$ cat config.mk
export PLATFORM = sky130hd
export DESIGN_NAME = dsi_status_irq
export DESIGN_NICKNAME = d
export VERILOG_FILES = /design/src/dsi_pkg.sv /design/src/dsi_status_irq.sv
export SDC_FILE = /design/constraint.sdc
export NUM_CORES = 1
export LEC_CHECK = 0
export ABC_AREA = 1
export ABC_CLOCK_PERIOD_IN_PS = 2500
export BUFFER_PORTS_ARGS = -buffer_cell sky130_fd_sc_hd__buf_2
export CAP_MARGIN = 30
export CORE_MARGIN = 2
export CORE_UTILIZATION = 30
export CTS_CLUSTER_SIZE = 25
export DETAILED_ROUTE_END_ITERATION = 12
export GPL_TIMING_DRIVEN = 0
export PLACE_DENSITY = 0.47
export SLEW_MARGIN = 20
export SYNTH_ARGS = -nofsm -noshare
export SYNTH_HDL_FRONTEND = slang
export SYNTH_SLANG_ARGS = --single-unit
$ cat constraint.sdc
create_clock -name core_clk -period 2.5 [get_ports core_clk]
set_input_delay 0.5 -clock core_clk [delete_from_list [all_inputs] [get_ports core_clk]]
set_output_delay 0.5 -clock core_clk [all_outputs]
set_load 0.01 [all_outputs]
$ cat src/dsi_pkg.sv
// package for the decoder status interrupt block: register map, field layout, carriers
// assumes an apb slave with 32-bit data; registers are one aligned word each
//
// Notes on behaviour
// - interrupt pin is open drain, pulled low while anything is pending
// - every flag has its own mask enable bit
// - all mask enables are cleared by reset
// - power fail during operation sets a flag asking for reprogramming
// - interlace detection result change sets the interlace flag
// - horizontal pll lock change either way sets a flag
// - vertical lock change either way sets a flag
// - field rate switch between 50 and 60 hz sets a flag
// - ready for capture toggling sets a flag
// - colour standard change or colour loss sets a two bit field
// - three copy protection indications each set a flag on change
// - vps identification found or lost sets a flag
// - widescreen identification found or lost sets a flag
// - closed caption identification found or lost sets a flag
// - scaler output formatting error sets a flag
// - live state reads show live condition state, not a frozen snapshot
// - flags sit in four eight bit status registers
// - a flag clears only when its own status register is read
// - a trigger in the same cycle as the clearing read keeps the flag
package dsi_pkg;
    localparam int unsigned NUM_GRP = 4;
    // byte offsets: flags, masks, live state
    localparam logic [11:0] OFS_FLAG0 = 12'h000;
    localparam logic [11:0] OFS_MASK0 = 12'h010;
    localparam logic [11:0] OFS_LIVE0 = 12'h020;
    localparam logic [7:0] MASK_RST = 8'h00;
    localparam logic [7:0] FLAG_RST = 8'h00;
    // group 0: power and scaler
    localparam int unsigned BIT_POWER_FAIL = 0;
    localparam int unsigned BIT_SCALER_ERR = 1;
    // group 1: decoder timing
    localparam int unsigned BIT_INTERLACE = 0;
    localparam int unsigned BIT_HLOCK = 1;
    localparam int unsigned BIT_VLOCK = 2;
    localparam int unsigned BIT_FIELD_RATE = 3;
    localparam int unsigned BIT_CAPTURE = 4;
    // group 2: colour and copy protection
    localparam int unsigned BIT_COLOUR0 = 0;
    localparam int unsigned BIT_COLOUR1 = 1;
    localparam int unsigned BIT_COPY_A = 2;
    localparam int unsigned BIT_COPY_B = 3;
    localparam int unsigned BIT_COPY_C = 4;
    // group 3: vbi slicer
    localparam int unsigned BIT_VPS = 0;
    localparam int unsigned BIT_WIDESCREEN = 1;
    localparam int unsigned BIT_CAPTION = 2;

    // live conditions from the decoder core
    typedef struct packed {
        logic power_fail;
        logic scaler_err;
        logic interlaced;
        logic hpll_locked;
        logic vlocked;
        logic field_60hz;
        logic capture_ready;
        logic [1:0] colour_std;
        logic copy_a;
        logic copy_b;
        logic copy_c;
        logic vps_id;
        logic widescreen_id;
        logic caption_id;
    } dsi_cond_t;

    typedef struct packed {
        logic psel;
        logic penable;
        logic pwrite;
        logic [11:0] paddr;
        logic [31:0] pwdata;
    } dsi_apb_req_t;

    typedef struct packed {
        logic pready;
        logic pslverr;
        logic [31:0] prdata;
    } dsi_apb_rsp_t;
endpackage

$ cat src/dsi_status_irq.sv
// status flag and interrupt logic of the decoder
// assumes conditions are synchronous to core_clk and the apb master follows the protocol
//
// The register addresses and the APB slave port were decided locally.
`timescale 1ns/100ps
`default_nettype none
module dsi_status_irq (
    input wire logic core_clk,
    input wire logic rst,
    input wire dsi_pkg::dsi_cond_t cond,
    input wire dsi_pkg::dsi_apb_req_t apb_req,
    output dsi_pkg::dsi_apb_rsp_t apb_rsp,
    input wire logic irq_n_in,
    output logic irq_n_out,
    output logic irq_n_oe
);
    typedef struct packed {
        logic [3:0][7:0] flag;
        logic [3:0][7:0] mask;
        dsi_pkg::dsi_cond_t prev;
        logic primed;
        logic [31:0] rdata;
        logic slverr;
    } dsi_state_t;

    dsi_state_t st;
    dsi_state_t next_st;
    logic [3:0][7:0] trig;
    logic [3:0][7:0] live;
    logic access;
    logic [1:0] grp;
    logic pending;

    // pin level is unused: the pin only reports, it is never sampled
    logic unused_pin;
    assign unused_pin = irq_n_in;

    // edge detect on each live condition; the first cycle after reset only primes history
    always_comb begin
        trig = '0;
        live = '0;
        live[0][dsi_pkg::BIT_POWER_FAIL] = cond.power_fail;
        live[0][dsi_pkg::BIT_SCALER_ERR] = cond.scaler_err;
        live[1][dsi_pkg::BIT_INTERLACE] = cond.interlaced;
        live[1][dsi_pkg::BIT_HLOCK] = cond.hpll_locked;
        live[1][dsi_pkg::BIT_VLOCK] = cond.vlocked;
        live[1][dsi_pkg::BIT_FIELD_RATE] = cond.field_60hz;
        live[1][dsi_pkg::BIT_CAPTURE] = cond.capture_ready;
        live[2][dsi_pkg::BIT_COLOUR1:dsi_pkg::BIT_COLOUR0] = cond.colour_std;
        live[2][dsi_pkg::BIT_COPY_A] = cond.copy_a;
        live[2][dsi_pkg::BIT_COPY_B] = cond.copy_b;
        live[2][dsi_pkg::BIT_COPY_C] = cond.copy_c;
        live[3][dsi_pkg::BIT_VPS] = cond.vps_id;
        live[3][dsi_pkg::BIT_WIDESCREEN] = cond.widescreen_id;
        live[3][dsi_pkg::BIT_CAPTION] = cond.caption_id;
        if (st.primed) begin
            // power fail and scaler error are events on their rising edge only
            trig[0][dsi_pkg::BIT_POWER_FAIL] = cond.power_fail & ~st.prev.power_fail;
            trig[0][dsi_pkg::BIT_SCALER_ERR] = cond.scaler_err & ~st.prev.scaler_err;
            trig[1][dsi_pkg::BIT_INTERLACE] = cond.interlaced ^ st.prev.interlaced;
            trig[1][dsi_pkg::BIT_HLOCK] = cond.hpll_locked ^ st.prev.hpll_locked;
            trig[1][dsi_pkg::BIT_VLOCK] = cond.vlocked ^ st.prev.vlocked;
            trig[1][dsi_pkg::BIT_FIELD_RATE] = cond.field_60hz ^ st.prev.field_60hz;
            trig[1][dsi_pkg::BIT_CAPTURE] = cond.capture_ready ^ st.prev.capture_ready;
            // colour loss shows up as a change of the code too
            trig[2][dsi_pkg::BIT_COLOUR1:dsi_pkg::BIT_COLOUR0] =
                cond.colour_std ^ st.prev.colour_std;
            trig[2][dsi_pkg::BIT_COPY_A] = cond.copy_a ^ st.prev.copy_a;
            trig[2][dsi_pkg::BIT_COPY_B] = cond.copy_b ^ st.prev.copy_b;
            trig[2][dsi_pkg::BIT_COPY_C] = cond.copy_c ^ st.prev.copy_c;
            trig[3][dsi_pkg::BIT_VPS] = cond.vps_id ^ st.prev.vps_id;
            trig[3][dsi_pkg::BIT_WIDESCREEN] = cond.widescreen_id ^ st.prev.widescreen_id;
            trig[3][dsi_pkg::BIT_CAPTION] = cond.caption_id ^ st.prev.caption_id;
        end
    end

    // one wait state slave: register effects (mask write, flag clear, read capture)
    // happen once, in the first access cycle; the second cycle only answers, so a
    // read can never clear a flag twice or return flags it has already cleared
    logic data_ok;
    logic act;
    logic aligned;
    assign access = apb_req.psel & apb_req.penable;
    assign act = access & ~data_ok;
    assign aligned = (apb_req.paddr[1:0] == 2'h0);
    assign grp = apb_req.paddr[3:2];

    // next state: flags, masks and read data
    always_comb begin
        next_st = st;
        next_st.prev = cond;
        next_st.primed = 1'b1;
        for (int g = 0; g < dsi_pkg::NUM_GRP; g++) begin
            // set wins over the clearing read of the same register
            if (act && aligned && !apb_req.pwrite
                && apb_req.paddr[11:4] == dsi_pkg::OFS_FLAG0[11:4] && grp == g[1:0]) begin
                next_st.flag[g] = trig[g];
            end else begin
                next_st.flag[g] = st.flag[g] | trig[g];
            end
        end
        if (act) begin
            next_st.slverr = 1'b0;
            next_st.rdata = '0;
            unique case (apb_req.paddr[11:4])
                dsi_pkg::OFS_FLAG0[11:4]: begin
                    next_st.rdata = {24'h000000, st.flag[grp]};
                end
                dsi_pkg::OFS_MASK0[11:4]: begin
                    next_st.rdata = {24'h000000, st.mask[grp]};
                    // a misaligned write is refused and leaves the masks alone
                    if (apb_req.pwrite && aligned) begin
                        next_st.mask[grp] = apb_req.pwdata[7:0];
                    end
                end
                dsi_pkg::OFS_LIVE0[11:4]: begin
                    next_st.rdata = {24'h000000, live[grp]};
                end
                default: begin
                    next_st.slverr = 1'b1;
                end
            endcase
            if (apb_req.paddr[1:0] != 2'h0) begin
                next_st.slverr = 1'b1;
            end
        end
    end

    // single register stage for all state but data_ok
    always_ff @(posedge core_clk or posedge rst) begin
        if (rst) begin
            st.flag <= {4{dsi_pkg::FLAG_RST}};
            st.mask <= {4{dsi_pkg::MASK_RST}};
            st.prev <= '0;
            st.primed <= 1'b0;
            st.rdata <= 32'h00000000;
            st.slverr <= 1'b0;
        end else begin
            st <= next_st;
        end
    end

    // read data is taken at the first access edge; pready rises one cycle later
    always_ff @(posedge core_clk or posedge rst) begin
        if (rst) begin
            data_ok <= 1'b0;
        end else begin
            data_ok <= access & ~data_ok;
        end
    end

    // gate next_st only when data_ok is low so a two cycle access acts once
    assign apb_rsp.pready = data_ok;
    assign apb_rsp.prdata = st.rdata;
    assign apb_rsp.pslverr = st.slverr & data_ok;

    // open drain pin: drive low while any enabled flag is pending
    assign pending = |(st.flag & st.mask);
    assign irq_n_out = 1'b0;
    assign irq_n_oe = ~pending;
endmodule
`default_nettype wire

==> reports/qor.txt, run 1 <==
clock power share: 49.2%
MaxCap Viol Count: 0
Post-Syn Instances: 511
Post-synth EDFFs: 0
met2 usage: 25.2%
Worst-path clk slew: 0.06 ns
Initial DRC Count: 169
largest area contributor in the netlist: dfrtp_1
CTS max path bufs: 2
io pins: 101
Max Slew Vio Count: 0
GR Layer Usage met3: 3.10%
Post-DP HPWL: 7780 microns
gr usage total: 15.7%
Synth Warn #: 0
switching share of power: 23.0%
Max Freq: 509 MHz
DRC viols: 0
Wirelength per Cell: 13.4 microns
Yosys top cell area share: 47.2%
post-CTS setup buffers: 0
Critical Path Start Type: flop
Core Rows: 41
PwrDens: 603 nW/um^2
switching power: 660 uW
Crit Path Class: flop to primary output
final hold violations: 0
Worst Path Max Fanout: 3
Vias: 3344
part of the Yosys area used for sequential elements: 47.2%
count leader, synth: nand2_1
TritonRoute pass-1 iters: 4
WP data arrival: 1.47 ns
Final #Nets: 660
H-tree Lvls: 3
final wirelength: 10300 microns
grt met1 use: 21.4%
register area: 1830 sq um
power share of the combinational group: 8.8%
cts bufs inserted: 9
Final ANT Viol Nets: 0
post-route minimum period: 1.97 ns
Seq pwr share: 42.0%
Tightest Hold Check Type: input port to asynchronous set/reset pin
die height: 118 microns
die area: 13800 sq um
Synth Register Bits: 73
share of cells above drive strength 1: 23.3%
fin area: 4770 sq um
LEAKAGE: 2.65 nW
post-route setup slack: 0.534 ns
Antenna diodes: 0
worst slew pin tran: 0.561 ns
most used routing layer: met2
P&R area growth vs syn: 23.2%
run status: finished, final reports clean
GP Congestion: 0.868
area of the multi-input gates: 1720 sq um
Mapped Area: 3870 sq um
Placed Area: 4440 sq um
post-CTS resize count: 0
Synth Area per Inst: 7.57 sq um
Final setup viols: 0
worst skew pair latency: 0.33 ns
top area cells in the synthesized netlist: dfrtp_1 (47%), nand2_1 (25%), buf_4 (6.8%)
Root Driver: clkbuf_16
post-synthesis cell type count: 26
top_reg_cell synth: dfrtp_1
antenna violations before repair: 0
largest net degree at the start of global routing: 43
Critical Path Sink Type: primary output
RSZ-0062 raised after global routing: false
layout filler cell count: 1353
Max-slew headroom: 62.6%
reg2reg path depth: 7
Remaining Overflow, GRT: 0
part of the cycle the worst path needs: 78.6%
hold buffers post-CTS: 0
number of port buffers: 48
Pint: 2.21 mW
Peak supply drop: 0.315 mV
CTS tree: done
Core ar.: 12600 sq um
clk sinks: 73
CP required: 2.00 ns
Die X-Extent: 118 microns
global-route wire length before repair: 17100 microns
Initial Util: 30.7%
vias in the first global route: 3291
async set or reset register ratio after synthesis: 100%
synth cell count leaders: nand2_1 (253), dfrtp_1 (73), buf_4 (35), o21ai_1 (33), nand3_1 (29)
Vias/cell: 4.33
Clock Skews: 0.00513 ns
DP Worst Slack: 0.574 ns
## path summary, 6_finish.rpt
| kind | start | end | slack [ns] |
|---|---|---|---|
| min | rst | st[41] | 0.17 |
| max | st[92] | irq_n_oe | 0.53 |
| min in group core_clk | cond[13] | st[47] | 0.30 |
| min reg2reg | st[48] | st[81] | 0.43 |
| max in group asynchronous | rst | st[64] | 1.74 |
| max reg2reg | data_ok | st[98] | 0.75 |
## layout by cell type, fill, tap and decap left out, drive strengths merged, types with 8 or more instances in the layout
cell type	synthesis	layout
nand2	256	256
buf	45	94
dfrtp	73	73
o21ai	38	38
nand3	30	30
conb	2	26
inv	22	22
nor2	16	16
or2	13	13
clkbuf	2	13
nand4	8	8
## per-layer routing
layer  wire length (microns)  vias to the layer above
li1                        -                     1714
met1                    4900                     1545
met2                    4840                       76
met3                     460                        9
met4                     121                        0
met5                       0                        -
## stage by stage
step / TNS, ns / utilization, % / std cells / hold slack (ns) / total power [mW]
3_3_place_gp: -61.81 / 35.0 / 755 / 0.408 / 1.48
4_1_cts: 0 / 37.8 / 772 / 0.191 / 2.90
6_report: 0 / 37.8 / 772 / 0.174 / 2.87
5_1_grt: 0 / 37.8 / 772 / 0.207 / 2.98
3_5_place_dp: 0 / 35.2 / 756 / 0.412 / 1.48
2_1_floorplan: 0 / - / 535 / 0.400 / 1.39
## power groups by stage
| stage | registers [mW] | clock network (mW) | logic [mW] |
|---|---|---|---|
| global placement | 1.23 | 0 | 0.249 |
| global route | 1.21 | 1.49 | 0.288 |
| finish | 1.21 | 1.41 | 0.254 |
| CTS | 1.21 | 1.44 | 0.256 |
| detailed placement | 1.23 | 0 | 0.256 |
| floorplan | 1.22 | 0 | 0.163 |
## flip-flops by register name, summed over array words and instances, names as in the netlist
| register | count |
|---|---|
| st | 64 |
| data_ok | 1 |
| apb_rsp | 8 |
## area by class of cell
cell class / instances / share of cell area [%]
buffer: 47 / 6.95
clock buffer: 11 / 5.30
clock inverter: 5 / 1.63
inverter: 22 / 1.78
multi-input combinational: 393 / 36.1
sequential: 73 / 38.3
tap: 172 / 4.51
timing repair buffer: 49 / 5.46
## cells by family (layout without fill, tap and decap cells)
logic type / count (synthesis) / count (layout) / share of synthesized area (%)
buffers and inverters: 69 / 134 / 10.7
and+or+nand+nor: 325 / 325 / 36.3
DFF: 73 / 73 / 47.2
AOI/OAI and AO/OA: 42 / 42 / 5.63
other: 2 / 26 / 0.194
## worst max-delay path, stage by stage, from the launching register on
cell and delay [ns]:
dfrtp_1 0.41, nand2_1 0.10, nand4_1 0.12, nor4_1 0.31
buf_2 0.20
No activity file was read; power rests on OpenSTA's default activity.
==> run 2, diff against run 1 <==
--- a/config.mk
+++ b/config.mk
@@ -6,7 +6,7 @@
 export NUM_CORES = 1
 export LEC_CHECK = 0
 export ABC_AREA = 1
-export ABC_CLOCK_PERIOD_IN_PS = 2500
+export ABC_CLOCK_PERIOD_IN_PS = 1750
 export BUFFER_PORTS_ARGS = -buffer_cell sky130_fd_sc_hd__buf_2
 export CAP_MARGIN = 30
 export CORE_MARGIN = 2
@@ -14,7 +14,7 @@
 export CTS_CLUSTER_SIZE = 25
 export DETAILED_ROUTE_END_ITERATION = 12
 export GPL_TIMING_DRIVEN = 0
-export PLACE_DENSITY = 0.47
+export PLACE_DENSITY = 0.49
 export SLEW_MARGIN = 20
 export SYNTH_ARGS = -nofsm -noshare
 export SYNTH_HDL_FRONTEND = slang
==> constraint.sdc (replaced) <==
create_clock -name core_clk -period 1.75 [get_ports core_clk]
set_input_delay 0.35 -clock core_clk [delete_from_list [all_inputs] [get_ports core_clk]]
set_output_delay 0.35 -clock core_clk [all_outputs]
set_load 0.01 [all_outputs]
==> run 2 against run 1 <==
  * Register-to-register slack worse by 0.51 ns
  * Sequential cell count unchanged
  * Routed wire length down 0.61%
  * Clock skew up 0.0019 ns
  * First-iteration DRC count down 1.2%
  * Critical path type unchanged
  * Via count up 1.8%
  * Design area up 1.9%
  * Sequential power up 42%
  * Non-clock buffer count up 7
  * Cell count up 0.91%
  * The run now ends with negative setup slack left
==> reports/qor.txt, run 2 (same netlist as run 1, synthesis figures left out) <==
GP Congestion: 0.866 (was 0.868)
DRC viols: 0 (unchanged)
commonest non-fill, non-tap cell in the layout: nand2_1 (unchanged)
Worst R2R Setup Slack: 0.24 ns (was 0.75 ns)
worst skew pair latency: 0.34 ns (was 0.33 ns)
WP data arrival: 1.42 ns (was 1.47 ns)
post-route minimum period: 1.77 ns
LEAKAGE: 2.68 nW (was 2.65 nW)
P&R area growth vs syn: 25.5% (was 23.2%)
Max Slew Vio Count: 0 (unchanged)
worst slew pin tran: 0.557 ns (was 0.561 ns)
die area: 13800 sq um (unchanged)
Remaining Overflow, GRT: 0 (unchanged)
CP required: 1.40 ns (was 2.00 ns)
DP Worst Slack: -0.0102 ns (was 0.574 ns)
Root Driver: clkbuf_16 (unchanged)
Most flops, register: st (unchanged)
Vias/cell: 4.37 (was 4.33)
PwrDens: 828 nW/um^2 (was 603 nW/um^2)
Max-slew headroom: 62.9% (was 62.6%)
Final setup viols: 1 (was 0)
reg2reg path depth: 7 (unchanged)
Critical Path Start Type: flop (unchanged)
Core ar.: 12600 sq um (unchanged)
Util after Layout: 38.5% (was 37.8%)
Crit Path Class: flop to primary output (unchanged)
global-route wire length before repair: 17100 microns (about the same)
final hold violations: 0 (unchanged)
share of cells above drive strength 1: 24.9% (was 23.3%)
Critical Path Sink Type: primary output (unchanged)
Initial Util: 30.7% (unchanged)
Antenna diodes: 0 (unchanged)
failing checks: negative setup slack
run status: finished with violations (was finished, final reports clean)
Wirelength per Cell: 13.2 microns (was 13.4 microns)
most frequent cells in the layout: nand2_1 (252), dfrtp_1 (73), buf_2 (55) (was nand2_1 (253), dfrtp_1 (73), buf_2 (55))
gr usage total: 15.8% (was 15.7%)
cts bufs inserted: 9 (unchanged)
Peak supply drop: 0.461 mV (was 0.315 mV)
Die X-Extent: 118 microns (unchanged)
final wirelength: 10300 microns (about the same)
Hold Crit Endpoint: st[47]
H-tree Lvls: 3 (unchanged)
worst r2r dst: st[60] (was st[98])
TritonRoute pass-1 iters: 4 (unchanged)
CTS tree: done (unchanged)
MaxCap Viol Count: 0 (unchanged)
post-route setup slack: -0.0233 ns (was 0.534 ns)
clk sinks: 73 (unchanged)
Final #Nets: 667 (was 660)
Post-DP HPWL: 7740 microns (was 7780 microns)
io pins: 101 (unchanged)
hold path start: cond[13]
Pwr Total: 4.02 mW (was 2.87 mW)
largest net degree at the start of global routing: 34 (was 43)
vias in the first global route: 3252 (was 3291)
RSZ-0062 raised after global routing: true (was false)
Worst-path clk slew: 0.06 ns (about the same)
sum of negative setup slack: -0.0233 ns (was 0 ns)
CTS max path bufs: 2 (unchanged)
antenna violations before repair: 0 (unchanged)
number of port buffers: 48 (unchanged)
part of the cycle the worst path needs: 101%
Final ANT Viol Nets: 0 (unchanged)
Worst Hold Depth: 1
Core Rows: 41 (unchanged)
Clock Skews: 0.00703 ns (was 0.00513 ns)
layout filler cell count: 1335 (was 1353)
Max Freq: 564 MHz
Worst R2R Start: data_ok (unchanged)
die height: 118 microns (unchanged)
Initial DRC Count: 167 (was 169)
max FFs per register: 64 (unchanged)
Tightest Hold Check Type: input port to flop (was input port to asynchronous set/reset pin)
Worst Path Max Fanout: 2 (was 3)
Vias: 3404 (was 3344)
==> run 2: how the worst max path moves through the flow <==
stage                            from        to  slack, ns
after CTS                      st[69]  irq_n_oe      -0.04
after floorplan           apb_req[41]    st[57]       0.35
after global placement            rst    st[75]       0.01
after detailed placement  apb_req[43]    st[98]      -0.01
after global routing           st[81]  irq_n_oe      -0.14
final                          st[69]  irq_n_oe      -0.02
==> run 2: critical path, cell delays in order, from the launching register on <==
cell	delay, ns
dfrtp_1	0.40
nand2_2	0.11
nand3_2	0.11
nor4_4	0.29
buf_2	0.18
==> run 2: layout make-up <==
| cell class | count | area [sq um] | share of cell area (%) |
|---|---|---|---|
| sequential | 73 | 1830 | 37.6 |
| clock buffer | 12 | 267 | 5.49 |
| multi-input combinational | 393 | 1750 | 36.1 |
| buffer | 47 | 332 | 6.82 |
| timing repair buffer | 56 | 328 | 6.75 |
| inverter | 22 | 86.3 | 1.78 |
| clock inverter | 4 | 50.0 | 1.03 |
| tap | 172 | 215 | 4.43 |
==> run 2: layer usage <==
metal | GRT usage (%) | wire length [microns]
met2 | 25.4 | 4820
met3 | 4.12 | 595
met1 | 20.9 | 4710
met4 | 4.97 | 142
met5 | 0 | 0
==> run 2: timing repair <==
| action | 4_1_cts | 5_1_grt |
|---|---|---|
| setup buffers | 3 | 2 |
| pin swaps | 3 | 2 |
| resized for setup | 3 | 4 |
| endpoints found under the setup margin | 1 | 36 |
| hold buffers | 1 | 0 |
| endpoints found under the hold margin | 9 | 0 |
==> run 2: through the flow <==
step	hold slack (ns)	area, sq um	instances
floorplan	0.381	3960	535
global placement	0.410	4420	755
detailed placement	0.329	4460	757
CTS	0.135	4820	777
global route	0.135	4860	779
finish	0.149	4860	779
==> run 2: power breakdown <==
group	switching [mW]	internal [mW]	leakage, nW
combinational	0.234	0.138	1.67
sequential	0.0116	1.71	0.867
clock	0.712	1.22	0.151
